==> config.mk <==
export PLATFORM = sky130hd
export DESIGN_NAME = dctpd_top
export DESIGN_NICKNAME = d
export VERILOG_FILES = /design/src/verilog/dctpd_pkg.sv /design/src/verilog/dctpd_top.sv
export VERILOG_INCLUDE_DIRS = /design/src /design/src/verilog
export SDC_FILE = /design/constraint.sdc
export NUM_CORES = 1
export LEC_CHECK = 0
export BUFFER_PORTS_ARGS = -buffer_cell sky130_fd_sc_hd__buf_4
export CAP_MARGIN = 0
export CELL_PAD_IN_SITES_DETAIL_PLACEMENT = 1
export CELL_PAD_IN_SITES_GLOBAL_PLACEMENT = 2
export CORE_UTILIZATION = 41
export CTS_CLUSTER_DIAMETER = 60
export DETAILED_ROUTE_END_ITERATION = 8
export PLACE_DENSITY = 0.92
export SYNTH_ARGS = -nofsm -noshare
export SYNTH_HDL_FRONTEND = slang
export SYNTH_SLANG_ARGS = --single-unit
==> constraint.sdc <==
create_clock -name clk_i -period 4.4 [get_ports clk_i]
set_clock_uncertainty 0.1 [all_clocks]
set_input_delay 0.44 -clock clk_i [delete_from_list [all_inputs] [get_ports clk_i]]
set_output_delay 0.44 -clock clk_i [all_outputs]
set_load 0.01 [all_outputs]
==> src/verilog/dctpd_defs.svh <==
`ifndef DCTPD_DEFS_SVH
`define DCTPD_DEFS_SVH

// ----------------------------------------------------------------------
// register offsets inside expanded bank d
// ----------------------------------------------------------------------
`define DCTPD_OFS_BYTE_CTL  4'h0
`define DCTPD_OFS_SHARED    4'h1
`define DCTPD_OFS_WORD_CTL  4'h2
`define DCTPD_OFS_SYNC      4'h3
`define DCTPD_OFS_BHOLD_LO  4'h4
`define DCTPD_OFS_BHOLD_HI  4'h5
`define DCTPD_OFS_WHOLD_LO  4'h6
`define DCTPD_OFS_WHOLD_UP  4'h7
`define DCTPD_OFS_CAP_LO    4'h8
`define DCTPD_OFS_CAP_UP    4'h9

// ----------------------------------------------------------------------
// field positions of the byte and word control registers
// ----------------------------------------------------------------------
`define DCTPD_B_RUN     7
`define DCTPD_B_SINGLE  6
`define DCTPD_B_TOUT    5
`define DCTPD_B_RATE_HI 4
`define DCTPD_B_RATE_LO 3
`define DCTPD_B_CAPM    2
`define DCTPD_B_TOUTM   1
`define DCTPD_B_ROUTE   0

// ----------------------------------------------------------------------
// field positions of the shared and sync control registers
// ----------------------------------------------------------------------
`define DCTPD_B_DEMOD    6
`define DCTPD_B_EDGE_HI  5
`define DCTPD_B_EDGE_LO  4
`define DCTPD_B_FORCE_HI 3
`define DCTPD_B_FORCE_LO 2
`define DCTPD_B_INIT8    1
`define DCTPD_B_INIT16   0
`define DCTPD_B_SYNC_W   7
`define DCTPD_B_SYNC_B   6
`define DCTPD_B_SYNC_EN  5

// ----------------------------------------------------------------------
// constant values
// ----------------------------------------------------------------------
`define DCTPD_BYTE_ZERO 8'h00
`define DCTPD_BYTE_ONE  8'h01
`define DCTPD_WORD_ZERO 16'h0000
`define DCTPD_WORD_ONE  16'h0001
`define DCTPD_WORD_ONES 16'hffff
`define DCTPD_RATE_ZERO 2'h0
`define DCTPD_FORCE_LOW 2'h2
`define DCTPD_FORCE_HIGH 2'h3
`define DCTPD_DIV_ZERO  3'h0
`define DCTPD_DIV_ONE   3'h1

`endif

==> src/verilog/dctpd_pkg.sv <==
package dctpd_pkg;

  // edge qualifier codes of the demodulation input
  typedef enum logic [1:0] {
    DCTPD_EDGE_NONE = 2'b00,
    DCTPD_EDGE_RISE = 2'b01,
    DCTPD_EDGE_FALL = 2'b10,
    DCTPD_EDGE_BOTH = 2'b11
  } dctpd_edge_e;

  // phases of the word counter in demodulation operation
  typedef enum logic [1:0] {
    DCTPD_DM_IDLE    = 2'b00,
    DCTPD_DM_FIRST   = 2'b01,
    DCTPD_DM_MEASURE = 2'b10
  } dctpd_phase_e;

endpackage

==> src/verilog/dctpd_top.sv <==
`timescale 1ns/1ps
`include "dctpd_defs.svh"

// Functional notes
// - writing run bit 1 starts word counter, 0 stops; read shows running state
// - transmit: repeat-select 0 reloads at terminal count, 1 halts there
// - demodulation: repeat-select 0 acts on every edge, 1 only first edge
// - word timeout flag sets at terminal count; write 1 clears, 0 ignored
// - capture mask gates the capture interrupt request
// - word timeout mask gates the word timeout interrupt request
// - route bit picks port latch or word counter wave for shared pin
// - reset initialises fields; recovery keeps rates, capture masks, sync mode
// - byte start: wave takes initial level, loads low or high hold
// - byte single-pass: count to 0, stop, toggle, flag, optional interrupt
// - byte modulo-N: first terminal toggles silently, later ones flag, interrupt if enabled
// - byte modulo-N reloads low hold at level 0, high hold at 1
// - hold registers may change anytime; new values apply at next load
// - byte initial count 0 wraps to ff and keeps counting
// - idle word wave is inverse of its initial-level bit
// - force code 10 or 11 drives word wave 0 or 1 always
// - word start loads upper*256+lower and sets initial level
// - word terminal count toggles wave, sets flag, interrupt if enabled
// - word single-pass stops after timeout, modulo-N reloads and continues
// - word initial count 0 wraps to ffff without timeout
// - first qualifying edge captures, reloads and starts counting
// - later edges capture complemented count, set edge flag, interrupt if enabled
// - after each later capture word counter reloads ffff; the first capture reloads the hold
// - registers sit in expanded bank d at their printed offsets
module dctpd_top (
  // clock and reset
  input  wire logic       clk_i,
  input  wire logic       rst_i,
  input  wire logic       recover_i,
  // register file port
  input  wire logic [3:0] reg_addr_i,
  input  wire logic       reg_wr_i,
  input  wire logic [7:0] reg_wdata_i,
  input  wire logic       reg_rd_i,
  output logic      [7:0] reg_rdata_o,
  // pins
  input  wire logic       port_latch_i,
  input  wire logic       demod_in_i,
  output logic            byte_counter_wave_o,
  output logic            word_counter_wave_o,
  output logic            shared_port_pin_o,
  // interrupt requests
  output logic            irq_byte_timeout_o,
  output logic            irq_word_timeout_o,
  output logic            irq_capture_o
);

  // ----------------------------------------------------------------------
  // state
  // ----------------------------------------------------------------------
  logic        byte_run, byte_single, byte_tout, byte_capm, byte_toutm, byte_first;
  logic [1:0]  byte_rate, word_rate, wave_force;
  logic        word_run_bit, word_single, word_tout, word_capm, word_toutm;
  logic        wave_pin_route, sync_mode, demod_mode, init8, init16;
  logic        edge_rise_flag, edge_fall_flag, demod_prev, byte_wave, word_wave;
  logic [1:0]  edge_sel;
  logic [7:0]  byte_hold_low, byte_hold_high, byte_cnt;
  logic [7:0]  word_hold_lower, word_hold_upper;
  logic [15:0] word_cnt, capture_word;
  logic [2:0]  div_cnt;
  dctpd_pkg::dctpd_phase_e phase;

  // ----------------------------------------------------------------------
  // decode
  // ----------------------------------------------------------------------
  logic wr_byte, wr_shared, wr_word, wr_sync;
  logic byte_en_wr, byte_en_val, word_en_wr, word_en_val;
  logic byte_start, byte_stop, word_start, word_stop;
  logic byte_tick, word_tick, byte_term, byte_ev, word_ev;
  logic rise, fall, qual, cap_any, cap_later;
  logic wave_eff;
  logic [15:0] word_hold;

  // bank d decode at the printed offsets
  assign wr_byte   = reg_wr_i && (reg_addr_i == `DCTPD_OFS_BYTE_CTL);
  assign wr_shared = reg_wr_i && (reg_addr_i == `DCTPD_OFS_SHARED);
  assign wr_word   = reg_wr_i && (reg_addr_i == `DCTPD_OFS_WORD_CTL);
  assign wr_sync   = reg_wr_i && (reg_addr_i == `DCTPD_OFS_SYNC);

  // in sync mode only the sync register starts or stops the counters, so
  // both begin on the same clock
  assign byte_en_wr  = (wr_byte && !sync_mode) || wr_sync;
  assign byte_en_val = wr_sync ? reg_wdata_i[`DCTPD_B_SYNC_B] : reg_wdata_i[`DCTPD_B_RUN];
  assign word_en_wr  = (wr_word && !sync_mode) || wr_sync;
  assign word_en_val = wr_sync ? reg_wdata_i[`DCTPD_B_SYNC_W] : reg_wdata_i[`DCTPD_B_RUN];
  // a running counter is not restarted, so flag clears keep it counting
  assign byte_start  = byte_en_wr && byte_en_val && !byte_run;
  assign byte_stop   = byte_en_wr && !byte_en_val;
  assign word_start  = word_en_wr && word_en_val && !word_run_bit;
  assign word_stop   = word_en_wr && !word_en_val;

  // ----------------------------------------------------------------------
  // rate divider
  // ----------------------------------------------------------------------
  function automatic logic rate_tick(input logic [1:0] rate, input logic [2:0] div);
    case (rate)
      2'h0:    rate_tick = 1'b1;
      2'h1:    rate_tick = div[0];
      2'h2:    rate_tick = &div[1:0];
      default: rate_tick = &div;
    endcase
  endfunction

  // free running; one shared divider keeps both counters phase aligned
  always_ff @(posedge clk_i) begin
    if (rst_i) begin
      div_cnt <= `DCTPD_DIV_ZERO;
    end else begin
      div_cnt <= div_cnt + `DCTPD_DIV_ONE;
    end
  end

  assign byte_tick = rate_tick(byte_rate, div_cnt);
  assign word_tick = rate_tick(word_rate, div_cnt);

  // ----------------------------------------------------------------------
  // control registers
  // ----------------------------------------------------------------------
  // preserved fields only clear on power-on reset
  always_ff @(posedge clk_i) begin
    if (rst_i) begin
      byte_rate  <= `DCTPD_RATE_ZERO;
      word_rate  <= `DCTPD_RATE_ZERO;
      byte_capm  <= 1'b0;
      word_capm  <= 1'b0;
      sync_mode  <= 1'b0;
    end else begin
      if (wr_byte) begin
        byte_rate <= reg_wdata_i[`DCTPD_B_RATE_HI:`DCTPD_B_RATE_LO];
        byte_capm <= reg_wdata_i[`DCTPD_B_CAPM];
      end
      if (wr_word) begin
        word_rate <= reg_wdata_i[`DCTPD_B_RATE_HI:`DCTPD_B_RATE_LO];
        word_capm <= reg_wdata_i[`DCTPD_B_CAPM];
      end
      if (wr_sync) begin
        sync_mode <= reg_wdata_i[`DCTPD_B_SYNC_EN];
      end
    end
  end

  // plain fields clear on reset and on stop-mode recovery
  always_ff @(posedge clk_i) begin
    if (rst_i || recover_i) begin
      byte_single    <= 1'b0;
      byte_toutm     <= 1'b0;
      word_single    <= 1'b0;
      word_toutm     <= 1'b0;
      wave_pin_route <= 1'b0;
      demod_mode     <= 1'b0;
      edge_sel       <= dctpd_pkg::DCTPD_EDGE_NONE;
      wave_force     <= `DCTPD_RATE_ZERO;
      init8          <= 1'b0;
      init16         <= 1'b0;
    end else begin
      if (wr_byte) begin
        byte_single <= reg_wdata_i[`DCTPD_B_SINGLE];
        byte_toutm  <= reg_wdata_i[`DCTPD_B_TOUTM];
      end
      if (wr_word) begin
        word_single    <= reg_wdata_i[`DCTPD_B_SINGLE];
        word_toutm     <= reg_wdata_i[`DCTPD_B_TOUTM];
        wave_pin_route <= reg_wdata_i[`DCTPD_B_ROUTE];
      end
      if (wr_shared) begin
        demod_mode <= reg_wdata_i[`DCTPD_B_DEMOD];
        edge_sel   <= reg_wdata_i[`DCTPD_B_EDGE_HI:`DCTPD_B_EDGE_LO];
        wave_force <= reg_wdata_i[`DCTPD_B_FORCE_HI:`DCTPD_B_FORCE_LO];
        // in demodulation the low bits address the edge flags instead
        if (!reg_wdata_i[`DCTPD_B_DEMOD]) begin
          init8  <= reg_wdata_i[`DCTPD_B_INIT8];
          init16 <= reg_wdata_i[`DCTPD_B_INIT16];
        end
      end
    end
  end

  // hold registers; written values only reach a counter at its next load
  always_ff @(posedge clk_i) begin
    if (rst_i) begin
      byte_hold_low   <= `DCTPD_BYTE_ZERO;
      byte_hold_high  <= `DCTPD_BYTE_ZERO;
      word_hold_lower <= `DCTPD_BYTE_ZERO;
      word_hold_upper <= `DCTPD_BYTE_ZERO;
    end else if (reg_wr_i) begin
      case (reg_addr_i)
        `DCTPD_OFS_BHOLD_LO: byte_hold_low   <= reg_wdata_i;
        `DCTPD_OFS_BHOLD_HI: byte_hold_high  <= reg_wdata_i;
        `DCTPD_OFS_WHOLD_LO: word_hold_lower <= reg_wdata_i;
        `DCTPD_OFS_WHOLD_UP: word_hold_upper <= reg_wdata_i;
        default: ;
      endcase
    end
  end

  // ----------------------------------------------------------------------
  // byte counter
  // ----------------------------------------------------------------------
  assign byte_term = byte_run && byte_tick && (byte_cnt == `DCTPD_BYTE_ONE);
  assign byte_ev   = byte_term && (byte_single || !byte_first);

  // a loaded zero is never terminal: it simply wraps to ff
  always_ff @(posedge clk_i) begin
    if (rst_i || recover_i) begin
      byte_run   <= 1'b0;
      byte_first <= 1'b0;
      byte_wave  <= 1'b0;
      byte_cnt   <= `DCTPD_BYTE_ZERO;
    end else if (byte_start) begin
      byte_run   <= 1'b1;
      byte_first <= 1'b1;
      byte_wave  <= init8;
      byte_cnt   <= init8 ? byte_hold_high : byte_hold_low;
    end else if (byte_stop) begin
      byte_run <= 1'b0;
    end else if (byte_term) begin
      byte_wave  <= !byte_wave;
      byte_first <= 1'b0;
      if (byte_single) begin
        byte_run <= 1'b0;
        byte_cnt <= `DCTPD_BYTE_ZERO;
      end else begin
        byte_cnt <= byte_wave ? byte_hold_low : byte_hold_high;
      end
    end else if (byte_run && byte_tick) begin
      byte_cnt <= byte_cnt - `DCTPD_BYTE_ONE;
    end
  end

  // ----------------------------------------------------------------------
  // word counter
  // ----------------------------------------------------------------------
  assign word_hold = {word_hold_upper, word_hold_lower};
  assign rise      = demod_in_i && !demod_prev;
  assign fall      = !demod_in_i && demod_prev;
  assign qual      = (edge_sel[0] && rise) || (edge_sel[1] && fall);
  assign cap_any   = word_run_bit && demod_mode && qual &&
                     ((phase == dctpd_pkg::DCTPD_DM_FIRST) ||
                      ((phase == dctpd_pkg::DCTPD_DM_MEASURE) && !word_single));
  assign cap_later = cap_any && (phase == dctpd_pkg::DCTPD_DM_MEASURE);
  // counting from one into zero is the only timeout; zero to ffff is not
  assign word_ev   = word_run_bit && word_tick && !cap_any &&
                     (word_cnt == `DCTPD_WORD_ONE) &&
                     (!demod_mode || (phase == dctpd_pkg::DCTPD_DM_MEASURE));

  always_ff @(posedge clk_i) begin
    if (rst_i) begin
      demod_prev <= 1'b0;
    end else begin
      demod_prev <= demod_in_i;
    end
  end

  always_ff @(posedge clk_i) begin
    if (rst_i || recover_i) begin
      word_run_bit <= 1'b0;
      word_wave    <= 1'b0;
      word_cnt     <= `DCTPD_WORD_ZERO;
      capture_word <= `DCTPD_WORD_ZERO;
      phase        <= dctpd_pkg::DCTPD_DM_IDLE;
    end else if (word_start) begin
      word_run_bit <= 1'b1;
      word_cnt     <= word_hold;
      word_wave    <= init16;
      phase        <= demod_mode ? dctpd_pkg::DCTPD_DM_FIRST : dctpd_pkg::DCTPD_DM_IDLE;
    end else if (word_stop) begin
      word_run_bit <= 1'b0;
      phase        <= dctpd_pkg::DCTPD_DM_IDLE;
    end else if (cap_any) begin
      capture_word <= ~word_cnt;
      phase        <= dctpd_pkg::DCTPD_DM_MEASURE;
      word_cnt     <= cap_later ? `DCTPD_WORD_ONES : word_hold;
    end else if (word_ev && !demod_mode) begin
      word_wave <= !word_wave;
      if (word_single) begin
        word_run_bit <= 1'b0;
        word_cnt     <= `DCTPD_WORD_ZERO;
      end else begin
        word_cnt <= word_hold;
      end
    end else if (word_run_bit && word_tick &&
                 (!demod_mode || (phase == dctpd_pkg::DCTPD_DM_MEASURE))) begin
      word_cnt <= word_cnt - `DCTPD_WORD_ONE;
    end
  end

  // ----------------------------------------------------------------------
  // flags, set beats a same-cycle clear
  // ----------------------------------------------------------------------
  always_ff @(posedge clk_i) begin
    if (rst_i) begin
      byte_tout <= 1'b0;
    end else begin
      byte_tout <= byte_ev || (byte_tout && !(wr_byte && reg_wdata_i[`DCTPD_B_TOUT]));
    end
  end

  always_ff @(posedge clk_i) begin
    if (rst_i || recover_i) begin
      word_tout      <= 1'b0;
      edge_rise_flag <= 1'b0;
      edge_fall_flag <= 1'b0;
    end else begin
      word_tout <= word_ev || (word_tout && !(wr_word && reg_wdata_i[`DCTPD_B_TOUT]));
      edge_rise_flag <= (cap_later && rise) ||
                        (edge_rise_flag && !(wr_shared && reg_wdata_i[`DCTPD_B_INIT16]));
      edge_fall_flag <= (cap_later && fall) ||
                        (edge_fall_flag && !(wr_shared && reg_wdata_i[`DCTPD_B_INIT8]));
    end
  end

  // one-cycle interrupt requests, each behind its mask
  always_ff @(posedge clk_i) begin
    if (rst_i) begin
      irq_byte_timeout_o <= 1'b0;
      irq_word_timeout_o <= 1'b0;
      irq_capture_o      <= 1'b0;
    end else begin
      irq_byte_timeout_o <= byte_ev && byte_toutm;
      irq_word_timeout_o <= word_ev && word_toutm;
      irq_capture_o      <= cap_later && word_capm;
    end
  end

  // ----------------------------------------------------------------------
  // pins
  // ----------------------------------------------------------------------
  // force wins over everything; an idle transmitter parks at the inverse level
  always_comb begin
    if (wave_force[1]) begin
      wave_eff = wave_force[0];
    end else if (word_run_bit || demod_mode) begin
      wave_eff = word_wave;
    end else begin
      wave_eff = !init16;
    end
  end

  always_ff @(posedge clk_i) begin
    if (rst_i) begin
      byte_counter_wave_o <= 1'b0;
      word_counter_wave_o <= 1'b0;
      shared_port_pin_o   <= 1'b0;
    end else begin
      byte_counter_wave_o <= byte_wave;
      word_counter_wave_o <= wave_eff;
      shared_port_pin_o   <= wave_pin_route ? wave_eff : port_latch_i;
    end
  end

  // ----------------------------------------------------------------------
  // register read
  // ----------------------------------------------------------------------
  logic [7:0] next_rdata;

  always_comb begin
    next_rdata = `DCTPD_BYTE_ZERO;
    case (reg_addr_i)
      `DCTPD_OFS_BYTE_CTL: next_rdata = {byte_run, byte_single, byte_tout, byte_rate,
                                         byte_capm, byte_toutm, 1'b0};
      `DCTPD_OFS_SHARED:   next_rdata = {1'b0, demod_mode, edge_sel, wave_force,
                                         demod_mode ? edge_fall_flag : init8,
                                         demod_mode ? edge_rise_flag : init16};
      `DCTPD_OFS_WORD_CTL: next_rdata = {word_run_bit, word_single, word_tout, word_rate,
                                         word_capm, word_toutm, wave_pin_route};
      `DCTPD_OFS_SYNC:     next_rdata = {word_run_bit, byte_run, sync_mode, 5'h00};
      `DCTPD_OFS_BHOLD_LO: next_rdata = byte_hold_low;
      `DCTPD_OFS_BHOLD_HI: next_rdata = byte_hold_high;
      `DCTPD_OFS_WHOLD_LO: next_rdata = word_hold_lower;
      `DCTPD_OFS_WHOLD_UP: next_rdata = word_hold_upper;
      `DCTPD_OFS_CAP_LO:   next_rdata = capture_word[7:0];
      `DCTPD_OFS_CAP_UP:   next_rdata = capture_word[15:8];
      default:             next_rdata = `DCTPD_BYTE_ZERO;
    endcase
  end

  always_ff @(posedge clk_i) begin
    if (rst_i) begin
      reg_rdata_o <= `DCTPD_BYTE_ZERO;
    end else if (reg_rd_i) begin
      reg_rdata_o <= next_rdata;
    end
  end
endmodule

==> impl_metrics.yaml <==
status:
  status: "completed"
logic_synthesis:
  yosys_warnings: 0
  ys_seq_area_share_pct: 38.1
  synth-main-ff-cell: "dfxtp_1"
  ys_ff_latch: 120
  yosysUniqueCellTypes: 73
  synth_nets: 768
  synth-edff-count: 0
  syn_inst: 743
  async_reset_ff_share_pct: 0
  netlist_area_um2: 6300
  postSynthAreaPerCell_um2: 8.49
die:
  core_area_um2: 14800
  start_util_pct: 42.7
  dieArea_um2: 15900
  rows: 44
  pin_count: 33
  die_y_um: 126
  fp.dieW_um: 126
cts:
  cts_buffer_depth: 2
  cts_inserted_buffers: 17
  cts_hold_buf: 0
  cts.clk_slew.worst_paths_ns: 0.06
  cts-root-buf: "clkbuf_16"
  cts.repair.resized: 0
  post_cts_buffers: 0
  cts_sinks: 120
  cts.htree.levels: 4
  cts_tree: "yes"
  insertion_delay_ns: 0.42
route:
  wire_per_inst_um: 23.3
  routed_wl_um: 22000
  dr_total_vias: 5907
  drt_first_pass_iters: 4
  drtAntennaViolNets: 0
  drc: 0
  dr.first_iter.drc_count: 529
  avgViaCountPerCell: 6.25
min_path:
  hp-class: "primary input to flop"
  hp-start: "demod_in_i"
sta:
  maxSlewHeadroom_pct: 35.8
  maxSlewViolCount: 0
  worstMarginPinSlew_ns: 0.960
  rsz0062_at_grt: "false"
  setup_slack_ns: 1.33
  fin_crit_sh_pct: 69.7
  holdWs_ns: 0.193
  finalCriticalPeriod_ns: 3.07
  hold_viol_final: 0
  fmax_ghz: 0.326
  tns_ns: 0
  finalSetupViolations: 0
power:
  leakage_nw: 2.56
  power_mw: 2.66
  p_per_area_nw_per_um2: 370
  ir_worst_vdd_mv: 0.235
layout:
  final_nets: 774
  utilization_pct: 48.6
  finalInstanceArea_um2: 7180
  layout_common_cells: "dfxtp_1, nor2_1, a21oi_1, mux2i_1, nand2_1"
  nFillCells: 1726
  area_delta_synth_final_pct: 13.8
  antenna_cells: 0
  drive_gt1_share_pct: 13.8
  final_common_cell: "dfxtp_1"
  final_cells: 945
placed_design:
  post_dp_cell_area_um2: 6620
  gp_congestion: 0.878
  dp_cells: 914
  dp_slack_ns: 1.29
  dp_hpwl_um: 15900
  io_buffers: 32
global_route:
  grt.total_usage_pct: 28.7
  grt_max_degree: 61
  grt_overflow: 0
  grt_pass1_vias: 6064
  grt_pass1_wl_um: 34500
  antenna_found_initial: 1
run:
  timing.max_cap.violations: 0
setup_path:
  arrival_ns: 3.32
  worstSetupPathType: "flop to flop"
  cp_max_fo: 35
  worst-endpoint-required_ns: 4.66
  reg2reg_from: "word_single$_SDFFE_PP0N_"
  critPathCaptureType: "flop"
  crit_path_start_kind: "flop"
  crit_start: "word_single$_SDFFE_PP0N_"
metal layers:
metal	global-route usage, %	wire, µm
met1	37.0	9610
met2	46.9	10600
met3	6.88	1330
met4	9.92	467
met5	0	8
area by class of cell:
type	count	area, µm²	share of cell area [%]
clock buffers	18	429	5.98
clock inverters	13	133	1.85
inverters	14	52.6	0.732
multi-input cells	558	3640	50.8
flip-flops and latches	120	2400	33.5
well taps	184	230	3.21
repair buffers	38	285	3.97
report_power, final:
| group | internal [mW] | switching, mW | leakage (nW) |
|---|---|---|---|
| clock | 0.824 | 0.519 | 0.267 |
| sequential | 1.10 | 0.0152 | 0.969 |
| combinational | 0.0666 | 0.132 | 1.32 |
synthesized netlist by cell type (10+ instances only):
master / count / share of area (%)
xnor2_1: 12 / 1.7
inv_1: 14 / 0.83
o21ai_0: 33 / 2.6
mux2_2: 10 / 1.8
nand2_1: 46 / 2.7
dfxtp_1: 120 / 38
a22oi_1: 10 / 1.2
mux2i_1: 51 / 8.1
nor2b_1: 10 / 0.99
nand2b_1: 15 / 1.5
clkbuf_1: 46 / 2.7
nor2_1: 100 / 6.0
a211oi_1: 30 / 3.6
nand3_1: 32 / 2.5
a21oi_1: 59 / 4.7
nor3b_1: 11 / 1.3
cells by family after synthesis:
family | synth area share, %
simple gates | 23.2
mux | 10.2
xor+xnor | 2.64
compound gates | 20.5
buf+inv | 4.13
flops | 38.1
fa+ha+maj | 1.19
worst max-delay path, stage by stage, from the launching register on:
cell and delay (ns):
dfxtp_1 0.55, nor3b_1 0.15, o221ai_1 0.57, nor2_2 0.04, buf_4 0.25, or2_1 0.40
nor2_1 0.67, a22o_1 0.26
registers in the layout, summed over array words and instances (netlist names), 2 cells and up:
| name | count |
|---|---|
| wave_force | 2 |
| word_cnt | 16 |
| byte_cnt | 8 |
| reg_rdata_o | 8 |
| capture_word | 16 |
| phase | 2 |
| word_hold_lower | 8 |
| byte_hold_high | 8 |
| word_hold_upper | 8 |
| edge_sel | 2 |
| div_cnt | 3 |
| byte_rate | 2 |
| word_rate | 2 |
| byte_hold_low | 8 |
final timing paths:
kind                                 endpoint  slack [ns]  cells after the start
hold / removal          demod_prev$_SDFF_PP0_        0.19                      3
setup reg to reg    word_cnt[12]$_SDFFE_PP0P_        1.33                      7
hold reg to reg   reg_rdata_o[6]$_SDFFE_PP0P_        0.37                      2
setup / recovery    word_cnt[12]$_SDFFE_PP0P_        1.33                      7
No activity file was read; power rests on OpenSTA's default activity.
